## src/design/snp_regs.svh

```systemverilog
// Register offsets, field positions, reset values and timing counts.
`ifndef SNP_REGS_SVH
`define SNP_REGS_SVH

`define SNP_ADDR_CTRL 8'h00
`define SNP_ADDR_STATUS 8'h04
`define SNP_ADDR_LAST 8'h08
`define SNP_ADDR_FRAMES 8'h0C

`define SNP_CTRL_FMT_LO 0
`define SNP_CTRL_FMT_HI 1
`define SNP_CTRL_HS_ERR_EN 2
`define SNP_CTRL_HS_SER_EN 3
`define SNP_CTRL_DIAG 4
`define SNP_CTRL_RESET 32'h0000_0000

`define SNP_NIB_SINGLE 3'h3
`define SNP_NIB_HS 3'h4
`define SNP_NIB_SECURE 3'h6
`define SNP_NIB_MAX 15
`define SNP_FULL_SCALE 12'hFFF
`define SNP_DIAG_CLAMP 12'hFFE

`define SNP_CLK_PERIOD_NS 100
`define SNP_TICK_NS 2670
`define SNP_TICK_CYCLES (`SNP_TICK_NS / `SNP_CLK_PERIOD_NS)

`endif

```

## src/design/snp_pkg.sv

```systemverilog
// Types shared by the nibble packer modules.
package snp_pkg;

  typedef enum logic [1:0] {
    SNP_FMT_SINGLE,
    SNP_FMT_HIGH_SPEED,
    SNP_FMT_SECURE
  } snp_format_t;

  typedef struct packed {
    logic [2:0] num_data;
    logic [3:0] status;
    logic [5:0][3:0] data;
  } snp_frame_t;

  typedef struct packed {
    logic en;
    logic [7:0] addr;
    logic [31:0] data;
  } snp_reg_wr_t;

endpackage

```

## src/design/snp_packer.sv

```systemverilog
// Top level of the sensor frame nibble packer with its register file.
`timescale 1ns/1ps
`include "snp_regs.svh"
module snp_packer #(
  parameter int TICK_CYCLES = `SNP_TICK_CYCLES
) (
  input wire logic hclk,
  input wire logic hresetn,
  input wire logic hsel,
  input wire logic [31:0] haddr,
  input wire logic [1:0] htrans,
  input wire logic hwrite,
  input wire logic [2:0] hsize,
  input wire logic hready,
  input wire logic [31:0] hwdata,
  output logic hreadyout,
  output logic hresp,
  output logic [31:0] hrdata,
  input wire logic sample_valid,
  output logic sample_ready,
  input wire logic [11:0] sample_value,
  input wire logic ch1_error,
  input wire logic ch2_error,
  input wire logic [1:0] serial_bits,
  output logic frame_valid,
  input wire logic frame_ready,
  output snp_pkg::snp_frame_t frame,
  output logic tick
);
  import snp_pkg::*;

  ////////////////////////////////////////////////////////////////////////////
  // Register bus.

  logic [7:0] rd_addr;
  logic [31:0] rd_data;
  snp_reg_wr_t reg_wr;

  snp_ahb_slave u_bus (
    .hclk(hclk),
    .hresetn(hresetn),
    .hsel(hsel),
    .haddr(haddr),
    .htrans(htrans),
    .hwrite(hwrite),
    .hsize(hsize),
    .hready(hready),
    .hwdata(hwdata),
    .hreadyout(hreadyout),
    .hresp(hresp),
    .hrdata(hrdata),
    .rd_addr(rd_addr),
    .rd_data(rd_data),
    .reg_wr(reg_wr)
  );

  logic [31:0] ctrl;
  logic [7:0] counter;
  logic [15:0] frames_sent;
  snp_format_t format;
  logic hs_err_en;
  logic hs_ser_en;
  logic diag_mode;

  always_ff @(posedge hclk or negedge hresetn) begin
    if (!hresetn) begin
      ctrl <= `SNP_CTRL_RESET;
    end else if (reg_wr.en && reg_wr.addr == `SNP_ADDR_CTRL) begin
      ctrl <= {27'h000_0000, reg_wr.data[4:0]};
    end
  end

  assign format = snp_format_t'(ctrl[`SNP_CTRL_FMT_HI:`SNP_CTRL_FMT_LO]);
  assign hs_err_en = ctrl[`SNP_CTRL_HS_ERR_EN];
  assign hs_ser_en = ctrl[`SNP_CTRL_HS_SER_EN];
  assign diag_mode = ctrl[`SNP_CTRL_DIAG];

  // Read mux; unmapped offsets read as zero.
  always_comb begin
    if (rd_addr == `SNP_ADDR_CTRL) begin
      rd_data = ctrl;
    end else if (rd_addr == `SNP_ADDR_STATUS) begin
      rd_data = {20'h0_0000, frame.num_data, frame_valid, counter};
    end else if (rd_addr == `SNP_ADDR_LAST) begin
      rd_data = {4'h0, frame.data, frame.status};
    end else if (rd_addr == `SNP_ADDR_FRAMES) begin
      rd_data = {16'h0000, frames_sent};
    end else begin
      rd_data = 32'h0000_0000;
    end
  end

  ////////////////////////////////////////////////////////////////////////////
  // Tick divider for the transmitter.

  logic [15:0] tick_cnt;

  // nominal tick period from the clock.
  always_ff @(posedge hclk or negedge hresetn) begin
    if (!hresetn) begin
      tick_cnt <= 16'h0000;
      tick <= 1'b0;
    end else if (tick_cnt == 16'(TICK_CYCLES - 1)) begin
      tick_cnt <= 16'h0000;
      tick <= 1'b1;
    end else begin
      tick_cnt <= tick_cnt + 16'h0001;
      tick <= 1'b0;
    end
  end

  ////////////////////////////////////////////////////////////////////////////
  // Frame assembly.

  logic take_sample;
  logic hand_over;
  logic [11:0] value_adj;
  logic [3:0] next_status;
  snp_frame_t next_frame;

  assign sample_ready = !frame_valid;
  assign take_sample = sample_valid && sample_ready;
  assign hand_over = frame_valid && frame_ready;

  // high-speed full scale held back outside diagnostic mode.
  always_comb begin
    if (!diag_mode && format == SNP_FMT_HIGH_SPEED &&
        sample_value == `SNP_FULL_SCALE) begin
      value_adj = `SNP_DIAG_CLAMP;
    end else begin
      value_adj = sample_value;
    end
  end

  always_comb begin
    if (format == SNP_FMT_HIGH_SPEED) begin
      next_status[0] = hs_err_en && ch1_error;
      next_status[1] = ch2_error;
      // serial bits stay zero unless enabled.
      next_status[3:2] = hs_ser_en ? serial_bits : 2'b00;
    end else begin
      next_status[0] = ch1_error;
      // channel two flag and serial data.
      next_status[1] = ch2_error;
      next_status[3:2] = serial_bits;
    end
  end

  // high-speed nibbles are built with a zero top bit.
  snp_nibble_map u_map (
    .format(format),
    .value(value_adj),
    .status(next_status),
    .counter(counter),
    .frame(next_frame)
  );

  // frame carries its own data nibble count; rest stay zero.
  // nibbles pass out unchanged from the map, with no further format tweak.
  always_ff @(posedge hclk or negedge hresetn) begin
    if (!hresetn) begin
      frame <= '0;
    end else if (take_sample) begin
      frame <= next_frame;
    end
  end

  always_ff @(posedge hclk or negedge hresetn) begin
    if (!hresetn) begin
      frame_valid <= 1'b0;
    end else if (take_sample) begin
      frame_valid <= 1'b1;
    end else if (hand_over) begin
      frame_valid <= 1'b0;
    end
  end

  // one step per secure frame, zero from reset.
  always_ff @(posedge hclk or negedge hresetn) begin
    if (!hresetn) begin
      counter <= 8'h00;
    end else if (take_sample && format == SNP_FMT_SECURE) begin
      counter <= counter + 8'h01;
    end
  end

  always_ff @(posedge hclk or negedge hresetn) begin
    if (!hresetn) begin
      frames_sent <= 16'h0000;
    end else if (hand_over) begin
      frames_sent <= frames_sent + 16'h0001;
    end
  end

endmodule

```

## src/design/snp_ahb_slave.sv

```systemverilog
// AHB-Lite slave front end for the packer register file.
`timescale 1ns/1ps
module snp_ahb_slave (
  input wire logic hclk,
  input wire logic hresetn,
  input wire logic hsel,
  input wire logic [31:0] haddr,
  input wire logic [1:0] htrans,
  input wire logic hwrite,
  input wire logic [2:0] hsize,
  input wire logic hready,
  input wire logic [31:0] hwdata,
  output logic hreadyout,
  output logic hresp,
  output logic [31:0] hrdata,
  output logic [7:0] rd_addr,
  input wire logic [31:0] rd_data,
  output snp_pkg::snp_reg_wr_t reg_wr
);
  import snp_pkg::*;

  logic wr_pend;
  logic [7:0] wr_addr;
  logic take;

  // A transfer is taken on NONSEQ or SEQ while the bus is ready.
  assign take = hsel && hready && htrans[1];
  assign rd_addr = haddr[7:0];
  assign hreadyout = 1'b1;
  assign hresp = 1'b0;

  always_ff @(posedge hclk or negedge hresetn) begin
    if (!hresetn) begin
      wr_pend <= 1'b0;
      wr_addr <= 8'h00;
    end else begin
      wr_pend <= take && hwrite && (hsize == 3'h2);
      wr_addr <= haddr[7:0];
    end
  end

  // Read data is captured in the address phase and shown in the data phase.
  always_ff @(posedge hclk or negedge hresetn) begin
    if (!hresetn) begin
      hrdata <= 32'h0000_0000;
    end else if (take && !hwrite) begin
      hrdata <= rd_data;
    end
  end

  always_comb begin
    reg_wr.en = wr_pend;
    reg_wr.addr = wr_addr;
    reg_wr.data = hwdata;
  end

endmodule

```

## src/design/snp_nibble_map.sv

```systemverilog
// Combinational placement of a measurement into frame nibbles.
`timescale 1ns/1ps
`include "snp_regs.svh"
module snp_nibble_map (
  input wire snp_pkg::snp_format_t format,
  input wire logic [11:0] value,
  input wire logic [3:0] status,
  input wire logic [7:0] counter,
  output snp_pkg::snp_frame_t frame
);
  import snp_pkg::*;

  logic [3:0][3:0] hs_nib;

  // HS split: value bits in groups of three, top bit of each nibble zero.
  genvar gi;
  generate
    for (gi = 0; gi < 4; gi++) begin : g_hs
      assign hs_nib[gi] = {1'b0, value[11 - 3 * gi -: 3]};
    end
  endgenerate

  always_comb begin
    frame.status = status;
    frame.data = '0;
    case (format)
      SNP_FMT_HIGH_SPEED: begin
        frame.num_data = `SNP_NIB_HS;
        frame.data[0] = hs_nib[0];
        frame.data[1] = hs_nib[1];
        frame.data[2] = hs_nib[2];
        frame.data[3] = hs_nib[3];
      end
      SNP_FMT_SECURE: begin
        frame.num_data = `SNP_NIB_SECURE;
        frame.data[0] = value[11:8];
        frame.data[1] = value[7:4];
        frame.data[2] = value[3:0];
        frame.data[3] = counter[7:4];
        frame.data[4] = counter[3:0];
        frame.data[5] = 4'(`SNP_NIB_MAX) - value[11:8];
      end
      default: begin
        frame.num_data = `SNP_NIB_SINGLE;
        frame.data[0] = value[11:8];
        frame.data[1] = value[7:4];
        frame.data[2] = value[3:0];
      end
    endcase
  end

endmodule

```

## config.mk

```make
export PLATFORM = sky130hd
export DESIGN_NAME = snp_packer
export DESIGN_NICKNAME = d
export VERILOG_FILES = /design/src/design/snp_pkg.sv /design/src/design/snp_packer.sv /design/src/design/snp_ahb_slave.sv /design/src/design/snp_nibble_map.sv
export VERILOG_INCLUDE_DIRS = /design/src /design/src/design
export SDC_FILE = /design/constraint.sdc
export NUM_CORES = 1
export LEC_CHECK = 0
export ABC_AREA = 1
export BUFFER_PORTS_ARGS = -buffer_cell sky130_fd_sc_hd__clkbuf_2
export CORE_MARGIN = 4
export CORE_UTILIZATION = 53
export CTS_CLUSTER_DIAMETER = 30
export DETAILED_ROUTE_END_ITERATION = 10
export PLACE_DENSITY = 0.81
export SYNTH_ARGS = -nofsm -noshare
export SYNTH_HDL_FRONTEND = slang
export SYNTH_SLANG_ARGS = --single-unit
export TNS_END_PERCENT = 20
```

## constraint.sdc

```tcl
create_clock -name hclk -period 2.85 [get_ports hclk]
set_clock_uncertainty 0.15 [all_clocks]
set_input_delay 0.57 -clock hclk [delete_from_list [all_inputs] [get_ports hclk]]
set_output_delay 0.57 -clock hclk [all_outputs]
set_load 0.005 [all_outputs]
```

# After elaboration in Yosys (flattened, before gate mapping)
# Cells that the tools add are included.
# Widths: inputs -> output; s select.
# word_totals
mem_bits_rw	0
latchBits	0
in_bits	92
mem_bits_ro	0
reg_bits	119
n_memories	0
output_inout_bits	68
elab_cells	62
# op_classes
div	0
eq_ne	8
n_reduce_logical	18
n_addsub	4
magnitude_cmp	0
bitwise	0
mul	0
mux	15
shifts	0
# op_table
op	count
$mux 32	2
$add 16x1->16 const B	2
$mux 16	2
$mux 28	1
$mux 12	2
$eq 16x5->1 const B	1
$eq 8x4->1 const B	2
$logic_not 8->1	2
$eq 12x12->1 const B	1
$logic_and 1x1->1	12
$add 8x1->8 const B	1
$eq 8x3->1 const B	1
$mux 8	1
$pmux 4 s2	1
$pmux 3 s2	1
$mux 4	1
$sub 4x4->4 const A	1
$eq 3x2->1 const B	1
$logic_not 1->1	3
$mux 1	3
$eq 2x1->1 const B	1
$eq 2x2->1 const B	1
$mux 2	1
$reduce_bool 2->1	1

# Depth between registers and ports, before layout
# Gate-level depths: netlist (run 1).
# depth
depth_word	6
mapped_depth	11
mapped_depth_nobuf	11

# By module
# A second synthesis (run 1) with hierarchy kept.
# hier_totals
cells_unflattened	809
area_unflattened_um2	6343.6
# by_module_without_submodules
module	area_each_um2	instances	seq_area_each_um2	cells_per_inst
snp_packer	4161.5	1	1951.9	543
snp_ahb_slave	1853.0	1	1026.0	200
snp_nibble_map	329.1	1	0.0	66

# Worst setup path before layout (run 1)
# OpenSTA, ideal clock, no wires.
# synth_timing
path_type	input -> register
start	input port htrans[1]
end	register u_bus.hrdata[21]
slack_ps	1283
t_required_ps	2579
arrival_ps	1296
path_stages	5
n_path_buf	1
setup_time_ps	121
cell_sequence	nand3_2 nor2_4 inv_4 buf_6 a22o_2
# synth_via
elab_chain_len	2
# synth_rtl
item	line	text
start: declaration	snp_packer.sv:11	input wire logic [1:0] htrans,
$logic_and 1x1->1	snp_ahb_slave.sv:27	assign take = hsel && hready && htrans[1];
$logic_and 1x1->1	snp_ahb_slave.sv:46	end else if (take && !hwrite) begin
end signal: assignment	snp_ahb_slave.sv:47	hrdata <= rd_data;
end: declaration	snp_ahb_slave.sv:15	output logic [31:0] hrdata,
# Every way passes these cells.
# A chain may end at the register's enable or synchronous reset.

# Worst setup path after layout (run 1)
# layout_timing
start	register frame_valid
end	register counter[4]
# layout_via
elab_chain_len	3
# layout_rtl
item	line	text
start: declaration	snp_packer.sv:25	output logic frame_valid,
start signal: assignment	snp_packer.sv:170	frame_valid <= 1'b0;
start signal: assignment	snp_packer.sv:172	frame_valid <= 1'b1;
start signal: assignment	snp_packer.sv:174	frame_valid <= 1'b0;
$logic_not 1->1	snp_packer.sv:121	assign sample_ready = !frame_valid;
$logic_and 1x1->1	snp_packer.sv:122	assign take_sample = sample_valid && sample_ready;
$logic_and 1x1->1	snp_packer.sv:182	end else if (take_sample && format == SNP_FMT_SECURE) begin
end signal: assignment	snp_packer.sv:183	counter <= counter + 8'h01;
end: declaration	snp_packer.sv:58	logic [7:0] counter;
# Every way passes these cells.

==> results of run 1 <==
-- metrics by stage --
step	hold WS, ps	setup WS [ps]	utilization [%]
2_1_floorplan	124	1280	-
3_3_place_gp	305	807	61.1
3_5_place_dp	314	769	61.1
4_1_cts	4.29	888	66.3
5_1_grt	8.13	720	66.3
6_report	18.3	878	66.3
-- path summary, 6_finish.rpt --
| check | slack, ps | to | from |
|---|---|---|---|
| worst max-delay path | 880 | counter[4] | frame_valid |
| worst min-delay path | 20 | u_bus.wr_addr[6] | haddr[6] |
| worst max register to register | 880 | counter[4] | frame_valid |
| worst min register to register | 330 | u_bus.hrdata[7] | u_bus.hrdata[7] |
| max in group asynchronous | 1450 | u_bus.hrdata[21] | hresetn |
| min in group asynchronous | 470 | u_bus.hrdata[13] | hresetn |
-- flip-flops by register name, indices dropped and copies added (netlist names) --
register and cells:
counter 8, frame_valid 1, frame 31, tick 1, frames_sent 16, u_bus.hrdata 28
u_bus.wr_addr 8, ctrl 5, tick_cnt 16, u_bus.wr_pend 1
-- area by class of cell --
cell class,instances,area (sq um)
tap,133,166
inverter,72,273
clock inverter,7,60.1
fill,801,3340
multi-input combinational,412,2170
clock buffer,22,453
timing repair buffer,106,573
sequential,115,2880
-- kinds of logic after synthesis --
logic type | after synthesis | synth area share, %
buf+inv | 95 | 8.15
other cells | 2 | 0.137
simple gates | 306 | 25.2
xor+xnor | 33 | 5.27
flops | 115 | 52.5
compound gates | 61 | 7.37
fa+ha+maj | 6 | 1.37
-- cells in the final DEF, fill, tap and decap left out, types with 2 or more instances in the layout --
cell / netlist / final
nor2_4: 7 / 7
xor2_1: 27 / 27
a22o_1: 4 / 4
nand2_2: 5 / 5
clkbuf_2: 0 / 100
nor2_2: 3 / 3
inv_1: 67 / 67
buf_4: 7 / 3
nor4_1: 3 / 3
o221ai_1: 7 / 7
nand4_1: 7 / 7
nor2_1: 45 / 45
nand3_1: 69 / 69
conb_1: 2 / 6
clkinv_2: 0 / 6
ha_1: 6 / 6
buf_12: 0 / 2
xnor2_1: 6 / 6
o21ai_1: 2 / 2
clkbuf_16: 0 / 16
nand3_2: 2 / 2
dfrtp_1: 115 / 115
nand2_1: 155 / 155
nor3_1: 5 / 5
o22ai_1: 2 / 2
a22o_2: 10 / 10
o21ai_0: 30 / 30
clkbuf_1: 2 / 3
inv_2: 4 / 4
a21oi_1: 4 / 4
clkbuf_8: 0 / 3
-- routing by layer --
| layer | up-vias | global-route usage [%] |
|---|---|---|
| met3 | 28 | 5.75 |
| met4 | 0 | 9.53 |
| met2 | 182 | 38.1 |
| met5 | - | 0 |
| met1 | 2154 | 32.0 |
| li1 | 2196 | - |
-- power groups by stage --
| stage | combinational (mW) | sequential, mW | clock (mW) |
|---|---|---|---|
| after floorplan | 0.197 | 1.85 | 0 |
| after global placement | 0.362 | 1.88 | 0 |
| after detailed placement | 0.377 | 1.88 | 0 |
| after CTS | 0.383 | 1.86 | 1.88 |
| after global routing | 0.434 | 1.87 | 1.97 |
| final | 0.376 | 1.86 | 1.86 |
-- worst reg2reg max path: stages, from the launching register on --
cell and delay [ps]:
dfrtp_1 410, inv_2 130, nand2_1 90, inv_1 330
nand2_1 380, nor2_1 220, xor2_1 160
-- what timing repair did --
| action | in CTS | in global routing |
|---|---|---|
| endpoints found under the hold margin | 44 | 0 |
| setup buffers | 0 | 0 |
| hold buffers | 1 | 0 |
==> results.ini, run 1 <==
[power_and_ir_drop]
peakVddDrop_mv = 0.331
sequentialPowerShare_pct = 45.4
p_clk_share_pct = 45.4
leakage_nw = 3.58
p_int_mw = 3.06
p_sw_share_pct = 25.2
power.density_mw_per_mm2 = 622
p_sw_mw = 1.03
finalPower_mw = 4.09
combPwrFrac_pct = 9.2

[synthesis]
ys.flop_type = dfrtp_1
ys_types = 36
synth.avg_cell_area_sq_um = 8.87
synth_area_leaders = dfrtp_1, nand2_1, nand3_1, inv_1, xor2_1
netlist_instances = 618
synth_top_cell_by_area = dfrtp_1
yosysSeqAreaShare_pct = 52.5
ys_ff_latch = 115
async_reset_ff_share_pct = 100
syn_area_sq_mm = 0.00548
synth.top_cell.area_share_pct = 52.5
yosysMostFrequentCell = nand2_1
yosysWarnings = 0
synth_commonest_cells = nand2_1, dfrtp_1, nand3_1
synth-edff-count = 0

[worst_setup_path]
crit_cells = 6
crit_chain = inv_2 > nand2_1 > inv_1 > nand2_1 > nor2_1 > xor2_1
crit_path_frequent_cell = nand2_1
path_max_fanout = 14
crit_slowest_cell = dfrtp_1
critPathMaxStageDelay_ps = 410
crit_family = simple AND/OR/NAND/NOR gates
required_ps = 3130
reg2regPathDepth = 6
crit_arrival_ps = 2260
endpoint_kind = flip-flop
crit_path_start_kind = flip-flop
worstSetupPathType = flip-flop to flip-flop
worstPathBufferInverterCount = 2

[cts]
clkSinkCount = 115
clock_latency_ps = 520
htree_levels = 4
cts_tree = yes
cts_buffers = 17
clk_pin_slew_ps = 50
max-clock-path-buffers = 2
cts_resized = 0
clock-root-buffer = clkbuf_8

[sta]
fin_crit_ps = 1970
slew_violations = 0
post-route-period-util_pct = 69.2
maxSlewHeadroom_pct = 58.3
rsz0062_at_grt = no
final-setup-viol-count = 0
tightest_slew_ps = 626
tns_ps = 0
max_freq_mhz = 507
hold_viol = 0

[detailed_routing]
m1WireLength_microns = 5720
ant_nets = 0
route.met2.wl_microns = 6110
drt-initial-drc-count = 397
finalWirelength_microns = 13100
drc_errors = 0
met3_length_microns = 1010
first_pass_iters = 5
wl_per_cell_microns = 15.2
vias_per_cell = 5.26
top_layer_used = met4
via_count = 4560

[final_layout]
syn_to_final_growth_pct = 20.0
n_antenna_cell = 0
drive_above_1_share_pct = 22.6
fin_area_sq_mm = 0.00657
final_net_count = 822
layout.cells.non_filler = 867

[floorplanning]
chipWidth_microns = 110
die-area_sq_mm = 0.0120
dieHeight_microns = 110
std_cell_rows = 36
initial_core_util_pct = 55.3
core_region_area_sq_mm = 0.00991
io_pins = 160

[global_route]
grt_pass1_vias = 4538
grt_pass1_wl_microns = 21900
antenna_found_initial = 0
grt_max_degree = 47
grtUsageTotal_pct = 24.0
gr-total-overflow = 0

[placed_design]
hpwl_microns = 9620
place.port_buffers = 101
gp_congestion = 0.876
place_area_sq_mm = 0.00605
dp_cells = 837

[status]
outcome = complete, no violations

[hold_path]
hold_depth = 1
holdCritPathClass = input pin to flip-flop

[run]
maxCapViolCount = 0

No activity file was read; power rests on OpenSTA's default activity.
==> run 2, diff against run 1 <==
--- a/config.mk
+++ b/config.mk
@@ -6,13 +6,13 @@
 export SDC_FILE = /design/constraint.sdc
 export NUM_CORES = 1
 export LEC_CHECK = 0
-export ABC_AREA = 1
+export ABC_AREA = 0
 export BUFFER_PORTS_ARGS = -buffer_cell sky130_fd_sc_hd__clkbuf_2
 export CORE_MARGIN = 4
-export CORE_UTILIZATION = 53
+export CORE_UTILIZATION = 51
 export CTS_CLUSTER_DIAMETER = 30
 export DETAILED_ROUTE_END_ITERATION = 10
-export PLACE_DENSITY = 0.81
+export PLACE_DENSITY = 0.8
 export SYNTH_ARGS = -nofsm -noshare
 export SYNTH_HDL_FRONTEND = slang
 export SYNTH_SLANG_ARGS = --single-unit
==> constraint.sdc (replaced) <==
create_clock -name hclk -period 2.07 [get_ports hclk]
set_clock_uncertainty 0.15 [all_clocks]
set_input_delay 0.414 -clock hclk [delete_from_list [all_inputs] [get_ports hclk]]
set_output_delay 0.414 -clock hclk [all_outputs]
set_load 0.005 [all_outputs]
==> results.ini, run 2 <==
[status]
outcome = complete, no violations  ; unchanged

[hold_path]
holdCritPathClass = input pin to flip-flop  ; unchanged

[synthesis]
yosysMostFrequentCell = dfrtp_1  ; was nand2_1
synth_compound_area_share_pct = 8.64  ; was 7.37%
yosysSeqAreaShare_pct = 57.5  ; was 52.5%
ys_types = 38  ; was 36
synth.area.mux_share_pct = 7.77  ; was 0%
synth.avg_cell_area_sq_um = 11.2  ; was 8.87 sq um
synth-simple-area-share_pct = 14.7  ; was 25.2%
ys.flop_type = dfrtp_1  ; unchanged
syn_area_sq_mm = 0.00501  ; was 0.00548 sq mm
async_reset_ff_share_pct = 100  ; unchanged
synth_area_leaders = dfrtp_1, nand2_1, xnor2_1, mux2_2, o21ai_0  ; was dfrtp_1, nand2_1, nand3_1, inv_1, xor2_1
netlist_instances = 446  ; was 618
synth-edff-count = 0  ; unchanged
synth_fa_ha_area_share_pct = 1.50  ; was 1.37%
synth_top_cell_by_area = dfrtp_1  ; unchanged
yosysWarnings = 0  ; unchanged
synth.top_cell.area_share_pct = 57.5  ; was 52.5%
synth_commonest_cells = dfrtp_1, nand2_1, o21ai_0  ; was nand2_1, dfrtp_1, nand3_1
ys_ff_latch = 115  ; unchanged
synth_top_family_by_area = simple AND/OR/NAND/NOR gates  ; unchanged
synth_xor_area_share_pct = 6.30  ; was 5.27%

[cts]
max-clock-path-buffers = 2  ; unchanged
cts_buffers = 17  ; unchanged
clock-root-buffer = clkbuf_8  ; unchanged
cts_tree = yes  ; unchanged
htree_levels = 4  ; unchanged
clkSinkCount = 115  ; unchanged
clock_latency_ps = 530  ; was 520 ps
clk_pin_slew_ps = 60  ; was 50 ps

[final_layout]
largest-register = frame  ; unchanged
final_cell_mix = dfrtp_1, clkbuf_2, nand2_1, o21ai_0  ; was nand2_1, dfrtp_1, clkbuf_2, nand3_1, inv_1
final_net_count = 672  ; was 822
largest_reg_flops = 31  ; unchanged
top_regs = frame x31, u_bus.hrdata x28  ; unchanged
num-fill-cells = 636  ; was 801
drive_above_1_share_pct = 28.4  ; was 22.6%
final_common_cell = dfrtp_1  ; was nand2_1
fin_area_sq_mm = 0.00645  ; was 0.00657 sq mm
n_antenna_cell = 0  ; unchanged
postLayoutCoreUtil_pct = 68.5  ; was 66.3%
syn_to_final_growth_pct = 28.9  ; was 20.0%

[worst_setup_path]
worstPathBufferInverterCount = 4  ; was 2
path_max_fanout = 4  ; was 14
critPathMaxStageDelay_ps = 560  ; was 410 ps
crit_chain = dlygate4sd3_1 > clkbuf_2 > nor4_2 > nand4_1 > buf_4 > buf_4 > o21ai_0  ; was inv_2 > nand2_1 > inv_1 > nand2_1 > nor2_1 > xor2_1
crit_slowest_cell = dlygate4sd3_1  ; was dfrtp_1
required_ps = 2340  ; was 3130 ps
worstSetupPathType = input pin to flip-flop  ; was flip-flop to flip-flop
crit_path_start_kind = input pin  ; was flip-flop
endpoint_kind = flip-flop  ; unchanged
crit_family = buffers and inverters  ; was simple AND/OR/NAND/NOR gates
crit_path_frequent_cell = buf_4  ; was nand2_1
crit_arrival_ps = 2280  ; was 2260 ps

[sta]
maxSlewHeadroom_pct = 61.2  ; was 58.3%
final-setup-viol-count = 0  ; unchanged
tns_ps = 0  ; unchanged
whs_ps = 9.51  ; was 18.3 ps
tightest_slew_ps = 582  ; was 626 ps
max_freq_mhz = 499
post-route-period-util_pct = 96.9
fin_crit_ps = 2010
hold_viol = 0  ; unchanged
rsz0062_at_grt = no  ; unchanged
slew_violations = 0  ; unchanged

[placed_design]
gp_congestion = 0.853  ; was 0.876
hpwl_microns = 9000  ; was 9620 microns
place.port_buffers = 101  ; unchanged
place_area_sq_mm = 0.00568  ; was 0.00605 sq mm

[global_route]
grt_pass1_vias = 4258  ; was 4538
grtUsageTotal_pct = 25.6  ; was 24.0%
antenna_found_initial = 0  ; unchanged
grt_max_degree = 45  ; was 47
gr-total-overflow = 0  ; unchanged
grt_pass1_wl_microns = 22200  ; was 21900 microns

[detailed_routing]
drt-initial-drc-count = 345  ; was 397
ant_nets = 0  ; unchanged
vias_per_cell = 5.75  ; was 5.26
drc_errors = 0  ; unchanged
finalWirelength_microns = 14100  ; was 13100 microns
wl_per_cell_microns = 19.6  ; was 15.2 microns
first_pass_iters = 6  ; was 5
via_count = 4119  ; was 4560

[floorplanning]
initial_core_util_pct = 53.2  ; was 55.3%
io_pins = 160  ; unchanged
core_region_area_sq_mm = 0.00942  ; was 0.00991 sq mm
chipWidth_microns = 107  ; was 110 microns
std_cell_rows = 35  ; was 36
die-area_sq_mm = 0.0115  ; was 0.0120 sq mm
dieHeight_microns = 107  ; was 110 microns

[power_and_ir_drop]
leakage_nw = 3.17  ; was 3.58 nW
finalPower_mw = 6.51  ; was 4.09 mW
power.density_mw_per_mm2 = 1010  ; was 622 mW/mm^2
peakVddDrop_mv = 0.610  ; was 0.331 mV

[run]
maxCapViolCount = 0  ; unchanged

[run 2: final cells by class]
type                            instances  area [sq um]  share of cell area, %
Sequential cell                       115          2880                   44.6
Multi-Input combinational cell        298          1980                   30.7
Timing Repair Buffer                  131           801                   12.4
Clock buffer                           22           463                   7.17
Tap cell                              129           161                   2.50
Clock inverter                         10           130                   2.02
Inverter                               11          41.3                  0.640
[run 2: path summary, 6_finish.rpt]
kind | end | depth (start not counted) | slack (ps) | startpoint
min in group asynchronous | u_bus.hrdata[21] | 2 | 260 | hresetn
hold reg to reg | tick_cnt[15] | 1 | 320 | tick_cnt[15]
setup reg to reg | counter[7] | 6 | 230 | ctrl[0]
hold / removal | u_bus.wr_pend | 3 | 10 | hready
setup / recovery | u_bus.hrdata[14] | 7 | 60 | haddr[5]
max in group asynchronous | u_bus.hrdata[26] | 3 | 910 | hresetn
[run 2: report_power, final]
group / switching, mW / internal (mW) / total, mW
clock network: 1.02 / 1.92 / 2.94
logic: 0.422 / 0.392 / 0.814
registers: 0.285 / 2.47 / 2.76
[run 2: cells by family after synthesis]
logic type | after synthesis
and+or+nand+nor | 151
muxes | 31
xor gates and xnor gates | 36
buffers and inverters | 37
AOI/OAI and AO/OA | 68
adders and majority gates | 6
DFF | 115
other | 2
[run 2: worst min-delay path, cell delays in order]
cell and delay [ps]:
clkbuf_2 90, nand3_1 70, nor2_1 60
[run 2: per-stage QoR]
stage / worst slack, ps / instances
3_5_place_dp: 112 / 666
5_1_grt: 16.6 / 716
4_1_cts: 39.4 / 715
2_1_floorplan: 423 / 450
6_report: 64.9 / 716
3_3_place_gp: 149 / 666
[run 2: routing by layer]
layer  vias up  global-route usage (%)  wire length, microns
met3        63                    7.28                  1050
met4         0                    12.6                   646
met5         -                       0                     0
li1       1797                       -                     -
met2       227                    42.4                  7000
met1      2032                    30.5                  5380
[run 2: repair_timing]
| action | 4_1_cts | 5_1_grt |
|---|---|---|
| resized for setup | 0 | 1 |
| hold buffers | 17 | 0 |
| setup buffers | 0 | 1 |
| setup endpoints to repair | 0 | 14 |
| endpoints found under the hold margin | 47 | 0 |
